<file path="src/tcu_pkg.sv">
package tcu_pkg;

  // register byte addresses
  localparam logic [7:0] TCU_OFS_CONTROL = 8'h00;
  localparam logic [7:0] TCU_OFS_CAP_LOW = 8'h04;
  localparam logic [7:0] TCU_OFS_CAP_HIGH = 8'h08;
  localparam logic [7:0] TCU_OFS_FLAG = 8'h0C;
  localparam logic [7:0] TCU_OFS_ENABLE = 8'h10;
  localparam logic [7:0] TCU_OFS_ALT_PIN = 8'h14;

  // control field positions
  localparam int TCU_MODE_LSB = 0;
  localparam int TCU_TSEL_BIT = 4;

  // capture mode encodings of the mode field
  localparam logic [3:0] TCU_MODE_OFF = 4'h0;
  localparam logic [3:0] TCU_MODE_FALL = 4'h4;
  localparam logic [3:0] TCU_MODE_RISE = 4'h5;
  localparam logic [3:0] TCU_MODE_RISE4 = 4'h6;
  localparam logic [3:0] TCU_MODE_RISE16 = 4'h7;

  // prescaler terminal counts
  localparam logic [3:0] TCU_PS4_LAST = 4'h3;
  localparam logic [3:0] TCU_PS16_LAST = 4'hF;

  // reset values
  localparam logic [5:0] TCU_CONTROL_RST = 6'h00;
  localparam logic [15:0] TCU_CAPTURE_RST = 16'h0000;
  localparam logic [3:0] TCU_PRESC_RST = 4'h0;

  // bus read wait states
  localparam int TCU_READ_WAIT = 1;

endpackage

</file>
<file path="src/tcu_capture.sv">
// The AHB-Lite register port and the register addresses were left to the implementer.
`timescale 1ns/1ps
`default_nettype none

module tcu_capture
  import tcu_pkg::*;
#(
  parameter int UNIT_NUM = 1
) (
  input  wire logic        clock,
  input  wire logic        rst_b,
  input  wire logic        clk_en,
  // ahb-lite slave
  input  wire logic        hsel,
  input  wire logic [7:0]  haddr,
  input  wire logic [1:0]  htrans,
  input  wire logic        hwrite,
  input  wire logic [2:0]  hsize,
  input  wire logic [31:0] hwdata,
  input  wire logic        hready,
  output logic             hreadyout,
  output logic             hresp,
  output logic [31:0]      hrdata,
  // capture pads and time bases
  input  wire logic        capture_input_pin,
  input  wire logic        capture_input_pin_alt,
  input  wire logic [15:0] timer1_count,
  input  wire logic [15:0] timer3_count,
  input  wire logic [15:0] timer5_count,
  input  wire logic        sleep,
  input  wire logic        timer_ext_clock,
  output logic             timer_run_en,
  output logic             capture_irq_flag,
  output logic             capture_irq_enable,
  output logic             capture_strobe
);

  ////////////////////////////////////////////////////////////////////////
  // state

  typedef struct packed {
    // pad synchroniser, oldest sample in bit 2
    logic [2:0]  pin_sync;
    // software registers
    logic [5:0]  unit_control_reg;
    logic        unit2_pin_select;
    // capture result and interrupt
    logic [15:0] capture_value;
    logic        capture_irq_flag;
    logic        capture_irq_enable;
    logic [3:0]  presc_cnt;
    logic        strobe;
    // bus data phase tracking
    logic        ap_write;
    logic        ap_read;
    logic [7:0]  ap_addr;
    logic        rd_wait;
    logic [31:0] rdata;
  } tcu_state_t;

  tcu_state_t st_q;
  tcu_state_t st_d;

  logic [3:0]  unit_mode_field;
  logic        pin_level;
  logic        rise;
  logic        fall;
  logic        capture_mode;
  logic        event_hit;
  logic [15:0] timer_count_pair;
  logic        addr_phase;
  // register decode
  logic        wr_control;
  logic        wr_flag;
  logic        wr_enable;
  logic        wr_alt_pin;
  logic [31:0] rd_word;

  ////////////////////////////////////////////////////////////////////////
  // combinational helpers

  // select pad; only unit two has an alternate pad
  always_comb begin
    unit_mode_field = st_q.unit_control_reg[TCU_MODE_LSB +: 4];
    pin_level = capture_input_pin;
    if (UNIT_NUM == 2 && st_q.unit2_pin_select) begin
      pin_level = capture_input_pin_alt;
    end
  end

  // select time base: low units pair timer 1 with 3, high units with 5
  always_comb begin
    if (!st_q.unit_control_reg[TCU_TSEL_BIT]) begin
      timer_count_pair = timer1_count;
    end else if (UNIT_NUM <= 5) begin
      timer_count_pair = timer3_count;
    end else begin
      timer_count_pair = timer5_count;
    end
  end

  ////////////////////////////////////////////////////////////////////////
  // pad edges

  // edges from differing second and third sync stages
  assign rise = st_q.pin_sync[1] & ~st_q.pin_sync[2];
  assign fall = ~st_q.pin_sync[1] & st_q.pin_sync[2];
  // bus address phase presented to this slave
  assign addr_phase = hsel & hready & htrans[1];

  ////////////////////////////////////////////////////////////////////////
  // mode and register decode

  // capture modes; every other code leaves the unit idle
  always_comb begin
    capture_mode = 1'b0;
    case (unit_mode_field)
      TCU_MODE_FALL: begin
        capture_mode = 1'b1;
      end
      TCU_MODE_RISE: begin
        capture_mode = 1'b1;
      end
      TCU_MODE_RISE4: begin
        capture_mode = 1'b1;
      end
      TCU_MODE_RISE16: begin
        capture_mode = 1'b1;
      end
      default: begin
        capture_mode = 1'b0;
      end
    endcase
  end

  // write strobes per register in the data phase
  always_comb begin
    wr_control = 1'b0;
    wr_flag = 1'b0;
    wr_enable = 1'b0;
    wr_alt_pin = 1'b0;
    if (st_q.ap_write) begin
      if (st_q.ap_addr == TCU_OFS_CONTROL) begin
        wr_control = 1'b1;
      end else if (st_q.ap_addr == TCU_OFS_FLAG) begin
        wr_flag = 1'b1;
      end else if (st_q.ap_addr == TCU_OFS_ENABLE) begin
        wr_enable = 1'b1;
      end else if (st_q.ap_addr == TCU_OFS_ALT_PIN) begin
        wr_alt_pin = 1'b1;
      end
    end
  end

  // read word of the addressed register, zero when unmapped
  always_comb begin
    rd_word = 32'h0000_0000;
    if (st_q.ap_addr == TCU_OFS_CONTROL) begin
      rd_word[5:0] = st_q.unit_control_reg;
    end else if (st_q.ap_addr == TCU_OFS_CAP_LOW) begin
      rd_word[7:0] = st_q.capture_value[7:0];
    end else if (st_q.ap_addr == TCU_OFS_CAP_HIGH) begin
      rd_word[7:0] = st_q.capture_value[15:8];
    end else if (st_q.ap_addr == TCU_OFS_FLAG) begin
      rd_word[0] = st_q.capture_irq_flag;
    end else if (st_q.ap_addr == TCU_OFS_ENABLE) begin
      rd_word[0] = st_q.capture_irq_enable;
    end else if (st_q.ap_addr == TCU_OFS_ALT_PIN) begin
      rd_word[0] = st_q.unit2_pin_select;
    end
  end

  ////////////////////////////////////////////////////////////////////////
  // next state

  always_comb begin
    // hold everything unless changed below
    st_d = st_q;
    event_hit = 1'b0;
    st_d.strobe = 1'b0;
    // pad seen whatever its direction
    st_d.pin_sync = {st_q.pin_sync[1:0], pin_level};

    // event qualification and prescaler
    case (unit_mode_field)
      TCU_MODE_FALL: begin
        event_hit = fall;
      end
      TCU_MODE_RISE: begin
        event_hit = rise;
      end
      // count rising edges, capture on the terminal one
      TCU_MODE_RISE4: begin
        if (rise) begin
          if (st_q.presc_cnt >= TCU_PS4_LAST) begin
            event_hit = 1'b1;
            st_d.presc_cnt = TCU_PRESC_RST;
          end else begin
            st_d.presc_cnt = st_q.presc_cnt + 4'h1;
          end
        end
      end
      // same with the longer terminal count
      TCU_MODE_RISE16: begin
        if (rise) begin
          if (st_q.presc_cnt >= TCU_PS16_LAST) begin
            event_hit = 1'b1;
            st_d.presc_cnt = TCU_PRESC_RST;
          end else begin
            st_d.presc_cnt = st_q.presc_cnt + 4'h1;
          end
        end
      end
      default: begin
        st_d.presc_cnt = TCU_PRESC_RST;
      end
    endcase

    // bus write in data phase
    if (wr_control) begin
      st_d.unit_control_reg = hwdata[5:0];
    end
    if (wr_flag) begin
      st_d.capture_irq_flag = hwdata[0];
    end
    if (wr_enable) begin
      st_d.capture_irq_enable = hwdata[0];
    end
    if (wr_alt_pin) begin
      st_d.unit2_pin_select = hwdata[0];
    end

    // capture latches whole count, overwriting older value
    if (event_hit && capture_mode) begin
      st_d.capture_value = timer_count_pair;
      st_d.capture_irq_flag = 1'b1;
      st_d.strobe = 1'b1;
    end

    // read path: one wait state, data from flops
    if (st_q.ap_read) begin
      st_d.rd_wait = 1'b1;
      st_d.ap_read = 1'b0;
      st_d.rdata = rd_word;
    end else if (st_q.rd_wait) begin
      st_d.rd_wait = 1'b0;
    end

    // address phase capture
    st_d.ap_write = 1'b0;
    if (addr_phase && hreadyout) begin
      st_d.ap_write = hwrite;
      st_d.ap_read = ~hwrite;
      st_d.ap_addr = {haddr[7:2], 2'b00};
    end
  end

  ////////////////////////////////////////////////////////////////////////
  // registers

  // synchronous reset; clock enable freezes all state
  always_ff @(posedge clock) begin
    if (!rst_b) begin
      // pad and software registers
      st_q.pin_sync <= 3'h0;
      st_q.unit_control_reg <= TCU_CONTROL_RST;
      st_q.unit2_pin_select <= 1'b0;
      // capture result, flag and prescaler
      st_q.capture_value <= TCU_CAPTURE_RST;
      st_q.capture_irq_flag <= 1'b0;
      st_q.capture_irq_enable <= 1'b0;
      st_q.presc_cnt <= TCU_PRESC_RST;
      st_q.strobe <= 1'b0;
      // bus state
      st_q.ap_write <= 1'b0;
      st_q.ap_read <= 1'b0;
      st_q.ap_addr <= 8'h00;
      st_q.rd_wait <= 1'b0;
      st_q.rdata <= 32'h0000_0000;
    end else if (clk_en) begin
      st_q <= st_d;
    end
  end

  ////////////////////////////////////////////////////////////////////////
  // outputs

  // stall while read data is being fetched
  assign hreadyout = ~st_q.ap_read;
  // every transfer answers okay
  assign hresp = 1'b0;
  assign hrdata = st_q.rdata;

  // capture side outputs straight from flops
  assign capture_irq_flag = st_q.capture_irq_flag;
  assign capture_irq_enable = st_q.capture_irq_enable;
  assign capture_strobe = st_q.strobe;

  // instruction-clocked timer halts in sleep, external one runs on
  assign timer_run_en = ~sleep | timer_ext_clock;

endmodule

`default_nettype wire

</file>
<file path="config.mk">
export PLATFORM = sky130hd
export DESIGN_NAME = tcu_capture
export DESIGN_NICKNAME = d
export VERILOG_FILES = /design/src/tcu_pkg.sv /design/src/tcu_capture.sv
export SDC_FILE = /design/constraint.sdc
export NUM_CORES = 1
export LEC_CHECK = 0
export BUFFER_PORTS_ARGS = -buffer_cell sky130_fd_sc_hd__buf_2
export CAP_MARGIN = 30
export CORE_MARGIN = 2
export CORE_UTILIZATION = 42
export CTS_CLUSTER_DIAMETER = 40
export DETAILED_ROUTE_END_ITERATION = 7
export GPL_TIMING_DRIVEN = 0
export PLACE_DENSITY = 0.74
export SYNTH_ARGS = -nofsm -noshare
export SYNTH_HDL_FRONTEND = slang
export SYNTH_SLANG_ARGS = --single-unit
export TNS_END_PERCENT = 30
</file>
<file path="constraint.sdc">
create_clock -name clock -period 1.58 [get_ports clock]
set_input_delay 0 -clock clock [delete_from_list [all_inputs] [get_ports clock]]
set_output_delay 0 -clock clock [all_outputs]
set_load 0.05 [all_outputs]
</file>
==> results of run 1 <==
layout make-up:
type	instances	area, um2
fillers	590	2640
multi-input cells	225	1610
flip-flops and latches	49	1000
repair buffers	90	578
plain buffers	52	358
well taps	77	96.3
clock buffers	6	82.6
inverters	4	15.0
clock inverters	1	7.51
what timing repair did:
item	4_1_cts	5_1_grt
gates resized for setup	11	19
endpoints found under the setup margin	29	29
setup buffers	4	8
pin swaps	3	7
cloned	0	1
hold buffers	13	0
hold endpoints to repair	13	0
worst max-delay path, cell delays in order, from the launching register on:
cell,delay (ps)
dfxtp_4,370
and4b_2,270
a221oi_4,380
o211a_1,200
buf_6,130
clkbuf_16,140
o221a_1,170
synth_stat cells, types with 5 or more instances:
cell type,count,share of area (%)
a21boi_0,6,1.6
a21boi_1,5,1.3
a22oi_1,5,1.3
buf_4,33,8.8
clkbuf_1,12,1.6
dfxtp_1,49,35
mux2i_1,30,11
nand2_1,35,4.7
nand2b_1,6,1.3
nand3_1,7,1.3
nor2_1,8,1.1
nor2b_1,21,4.7
o21ai_0,6,1.1
o221a_1,16,6.4
kinds of logic (layout without fill, tap and decap cells):
family                     Yosys count  count (layout)
and+or+nand+nor                    103             103
muxes                               32              32
DFF                                 49              49
other                                1              25
adders and majority gates            1               1
AOI/OAI and AO/OA                   64              64
buffers and inverters               57             153
layer usage:
layer | vias up | track usage [%] | wire [um]
met1 | 1167 | 24.7 | 3230
met3 | 7 | 3.46 | 392
met4 | 0 | 3.90 | 43
li1 | 1288 | - | -
met2 | 81 | 28.8 | 3260
met5 | - | 0 | 0
worst min-delay path by stage:
stage / start / to / cells after the start
final: hwdata[0] / st_q[66] / 3
after global placement: haddr[3] / st_q[36] / 3
after global routing: hwdata[0] / st_q[67] / 3
after detailed placement: hwdata[3] / st_q[70] / 3
after floorplan: haddr[2] / st_q[35] / 2
after CTS: hwdata[0] / st_q[66] / 3
state kept, by name (all words and copies together) (netlist names):
name and cells:
capture_irq_enable 1, capture_irq_flag 1, capture_strobe 1, hrdata 8, st_d 2, st_q 36
power by group:
| part | leakage (nW) | switching (W) | total (W) | internal (W) |
|---|---|---|---|---|
| Combinational | 1.18 | 0.000255 | 0.000421 | 0.000166 |
| Sequential | 0.401 | 0.00000994 | 0.00125 | 0.00124 |
| Clock | 0.0433 | 0.000427 | 0.000774 | 0.000347 |
through the flow:
stage	instance area (um2)	TNS (ps)	utilization, %	cells
3_3_place_gp	3310	-2740	51.9	472
5_1_grt	3750	-2920	58.7	504
3_5_place_dp	3310	-3140	51.9	472
2_1_floorplan	2900	0	-	331
6_report	3750	-1610	58.7	504
4_1_cts	3620	-2350	56.7	496
==> key figures, run 1 <==
Synth
  – Post-Syn Area: 2800 um2
  – Sequential area share after synthesis: 35.0%
  – Synth Area in XOR/XNOR: 0%
  – Synth Area per Inst: 9.13 um2
  – Yosys reg bits: 49
  – Synth Area in Adders: 0.447%
  – Post-synthesis mux area share: 11.5%
  – Synth Area in Compound Gates: 19.3%
  – Post-Syn Instances: 307
  – Synth cell types: 56
  – Largest family of logic cells by synthesized area: simple AND/OR/NAND/NOR gates
  – Main synth FF type: dfxtp_1
  – Yosys warnings: 0
  – Post-synthesis simple-gate area fraction: 20.2%
  – Post-synth EDFFs: 0
  – Async set-or-reset flop fraction in the synthesized netlist: 0%

Placed design
  – Gpl congestion: 0.780
  – Hpwl dp: 4920 um
  – Number of port buffers: 64
  – Pre-CTS setup slack: -218 ps

Status
  – Failing checks: setup timing
  – Status: finished, violations left

Final layout
  – P&R area growth vs syn: 33.7%
  – Most frequent cells in the layout: 67 x buf_2, 45 x buf_4, 39 x dfxtp_1
  – Antenna cell count: 0
  – Commonest non-fill, non-tap cell in the layout: buf_2
  – Share of layout cells above drive strength 1: 35.6%
  – Nets: 531

Timing
  – Slew Viols, Final: 0
  – Setup violators final: 17
  – Slew @ Worst Pin: 605 ps
  – Part of the cycle the worst path needs: 108%
  – Hold Worst Slack: 6.56 ps
  – Setup Skew: 7.79 ps
  – Min Tclk post-route: 1700 ps
  – RSZ-0062 raised after global routing: true
  – Setup WS post-layout: -122 ps
  – Final hold violations: 0
  – Rel. slew slack: 59.7%
  – Achievable Freq: 588 MHz

Critical path
  – R2R Path Start: st_q[67]
  – Worst EP arrival: 1960 ps
  – Reg2reg end: st_q[52]
  – Max FO, Critical Path: 5
  – Reg2reg path depth: 6
  – Worst Setup Start Kind: flip-flop
  – Worst Setup SP: st_q[67]
  – Flop2flop setup slack: -120 ps
  – Critical path class: flip-flop to flip-flop
  – CP Data Required Time: 1830 ps
  – Crit path capture type: flip-flop
  – Capture point of the worst path: st_q[52]

Floorplan
  – Die width: 85.7 um
  – # IOs: 141
  – DIE AREA: 7340 um2
  – Initial Util: 43.9%
  – Row Count: 29
  – Core box area: 6390 um2
  – Die Ht: 85.7 um

Clocking
  – H-tree depth: 2
  – Clk Latency, worst-skew pair: 310 ps
  – CTS tree: built
  – Cts bufs inserted: 5
  – Worst-path clk slew: 90 ps
  – Maximum clock insertion buffer count: 2
  – CTS root buffer: clkbuf_8
  – Sink Count: 49

GRT
  – Initial antenna violation count: 0
  – First-pass GRT wire length: 10400 um
  – GRT Resource Usage Total: 17.8%
  – Vias in the first global route: 2176
  – GRT overflow: 0
  – Largest net degree at the start of global routing: 15

Route
  – DR vias/cell: 5.05
  – Residual DRC: 0
  – Vias: 2543
  – Pre-antenna DRT Iters: 5
  – Total Routed Length: 6930 um
  – Antenna Nets Post-Route: 0
  – Post-DR wirelength/cell: 13.7 um
  – DRT iter0 DRCs: 154

Pwr
  – Total Power: 0.00244 W
  – PwrDens: 651 nW/um2
  – Peak supply drop: 0.000336 V
  – Leakage: 1.63 nW

Hold path
  – Min-Delay Path Class: primary input to flip-flop

Run
  – Max Cap Viol: 0
No activity file was read; power rests on OpenSTA's default activity.
==> inputs of run 2 (changes only) <==
--- a/config.mk
+++ b/config.mk
@@ -12,7 +12,7 @@
 export CTS_CLUSTER_DIAMETER = 40
 export DETAILED_ROUTE_END_ITERATION = 7
 export GPL_TIMING_DRIVEN = 0
-export PLACE_DENSITY = 0.74
+export PLACE_DENSITY = 0.77
 export SYNTH_ARGS = -nofsm -noshare
 export SYNTH_HDL_FRONTEND = slang
 export SYNTH_SLANG_ARGS = --single-unit
==> key figures, run 2 (synthesis gave the netlist of run 1 again) <==
Floorplan
  – Die width: 85.7 um (unchanged)
  – Die Ht: 85.7 um (unchanged)
  – DIE AREA: 7340 um2 (unchanged)
  – # IOs: 141 (unchanged)
  – Core box area: 6390 um2 (unchanged)
  – Initial Util: 43.9% (unchanged)
  – Row Count: 29 (unchanged)

Placed design
  – Gpl congestion: 0.836 (was 0.780)
  – Hpwl dp: 5050 um (was 4920 um)
  – Dpl cells: 472 (unchanged)
  – Number of port buffers: 64 (unchanged)

Timing
  – Hold Worst Slack: 10.6 ps (was 6.56 ps)
  – Setup violators final: 18 (was 17)
  – Setup WS post-layout: -141 ps (was -122 ps)
  – RSZ-0062 raised after global routing: true (unchanged)
  – Min Tclk post-route: 1720 ps (was 1700 ps)
  – Rel. slew slack: 61.8% (was 59.7%)
  – Slew @ Worst Pin: 573 ps (was 605 ps)
  – Part of the cycle the worst path needs: 109% (was 108%)
  – Setup Skew: 9.90 ps (was 7.79 ps)
  – Achievable Freq: 581 MHz (was 588 MHz)
  – Final hold violations: 0 (unchanged)
  – Slew Viols, Final: 0 (unchanged)
  – Final setup TNS: -1870 ps (was -1610 ps)

Final layout
  – Largest reg by FF count: st_q (unchanged)
  – P&R area growth vs syn: 38.8% (was 33.7%)
  – Most frequent cells in the layout: 66 x buf_2, 51 x buf_4, 40 x dfxtp_1 (was 67 x buf_2, 45 x buf_4, 39 x dfxtp_1)
  – Filler Cell Count: 547 (was 590)
  – Share of layout cells above drive strength 1: 36.8% (was 35.6%)
  – Layout Cells excl Fill: 515 (was 504)
  – Commonest non-fill, non-tap cell in the layout: buf_2 (unchanged)
  – Antenna cell count: 0 (unchanged)
  – Max reg flops: 36 (unchanged)
  – Nets: 541 (was 531)

Route
  – Antenna Nets Post-Route: 0 (unchanged)
  – Post-DR wirelength/cell: 14.5 um (was 13.7 um)
  – DRT iter0 DRCs: 131 (was 154)
  – Vias: 2692 (was 2543)
  – Total Routed Length: 7480 um (was 6930 um)
  – Residual DRC: 0 (unchanged)
  – Pre-antenna DRT Iters: 4 (was 5)
  – DR vias/cell: 5.23 (was 5.05)

Clocking
  – H-tree depth: 2 (unchanged)
  – Sink Count: 49 (unchanged)
  – Worst-path clk slew: 100 ps (was 90 ps)
  – CTS root buffer: clkbuf_8 (unchanged)
  – Clk Latency, worst-skew pair: 320 ps (was 310 ps)
  – CTS tree: built (unchanged)
  – Maximum clock insertion buffer count: 2 (unchanged)
  – Cts bufs inserted: 5 (unchanged)

GRT
  – Met1 Track Usage GR: 25.6% (was 24.7%)
  – Initial antenna violation count: 0 (unchanged)
  – GRT overflow: 0 (unchanged)
  – Vias in the first global route: 2573 (was 2176)
  – Busiest grt layer: met2 (unchanged)
  – GRT Resource Usage Total: 20.5% (was 17.8%)
  – GRT met2 Usage: 34.9% (was 28.8%)
  – Met3 usage: 4.23% (was 3.46%)
  – Largest net degree at the start of global routing: 17 (was 15)
  – First-pass GRT wire length: 12000 um (was 10400 um)

Critical path
  – Critical path class: flip-flop to flip-flop (unchanged)
  – Crit path capture type: flip-flop (unchanged)
  – Worst Setup Start Kind: flip-flop (unchanged)
  – Max FO, Critical Path: 5 (unchanged)
  – Reg2reg path depth: 7 (was 6)
  – CP Data Required Time: 1840 ps (was 1830 ps)
  – Worst EP arrival: 1980 ps (was 1960 ps)

Hold path
  – Hold Path Depth: 3 (unchanged)
  – Min-Delay Path Class: primary input to flip-flop (unchanged)

Run
  – Max Cap Viol: 0 (unchanged)

Pwr
  – Total Power: 0.00261 W (was 0.00244 W)
  – Leakage: 1.71 nW (was 1.63 nW)
  – PwrDens: 671 nW/um2 (was 651 nW/um2)
  – Peak supply drop: 0.000522 V (was 0.000336 V)

Status
  – Failing checks: setup timing (unchanged)
  – Status: finished, violations left (unchanged)
## run 2: changes by cell type in the layout (fill, tap and decap cells not counted), sizes merged
| cell | delta |
|---|---|
| bufinv | +1 |
| clkinv | +1 |
| buf | +11 |
| clkbuf | -2 |
## run 2: repair_timing
action                                 4_1_cts  5_1_grt
gates cloned                                 2        0
pin swaps                                    7        6
hold buffers                                13        0
resized for setup                           25        8
endpoints found under the hold margin       13        0
setup endpoints to repair                   32       22
setup buffers                               16        5
## run 2: cell type report
type / count / area [um2] / share of cell area [%]
plain buffers: 52 / 362 / 9.30
clock buffers: 5 / 68.8 / 1.77
clock inverters: 3 / 46.3 / 1.19
inverters: 4 / 15.0 / 0.386
multi-input cells: 225 / 1610 / 41.4
flip-flops and latches: 49 / 1000 / 25.8
well taps: 77 / 96.3 / 2.48
repair buffers: 100 / 688 / 17.7
## run 2: worst paths after layout
path                   endpoint  slack (ps)  startpoint
max                    st_q[57]        -140    st_q[68]
min          capture_irq_enable          10   hwdata[0]
max reg2reg            st_q[57]        -140    st_q[68]
min reg2reg           hrdata[4]         450   hrdata[4]
## run 2: layer usage
metal / up-vias / wire length, um
met2: 118 / 3620
met5: - / 0
li1: 1311 / -
met4: 0 / 162
met1: 1247 / 3200
met3: 16 / 495
## run 2: where the power goes
group | total [W] | leakage [nW] | internal (W) | switching [W]
Sequential | 0.00124 | 0.401 | 0.00124 | 0.00000832
Combinational | 0.000434 | 1.25 | 0.000172 | 0.000262
Clock | 0.000931 | 0.0543 | 0.000474 | 0.000456
## run 2: worst max-delay path, cell delays in order, from the launching register on
cell and delay [ps]:
dfxtp_4 370, or4b_4 560, nand2_4 90, o211a_1 150, buf_6 120, buf_12 110, buf_12 100, o221a_1 180
## run 2: stage by stage
stage / utilization, % / instance area [um2] / worst slack [ps]
6_report: 60.9 / 3890 / -141
5_1_grt: 60.9 / 3890 / -178
4_1_cts: 59.4 / 3790 / -108
3_5_place_dp: 51.9 / 3310 / -189
3_3_place_gp: 51.9 / 3310 / -166
2_1_floorplan: - / 2900 / 1.89
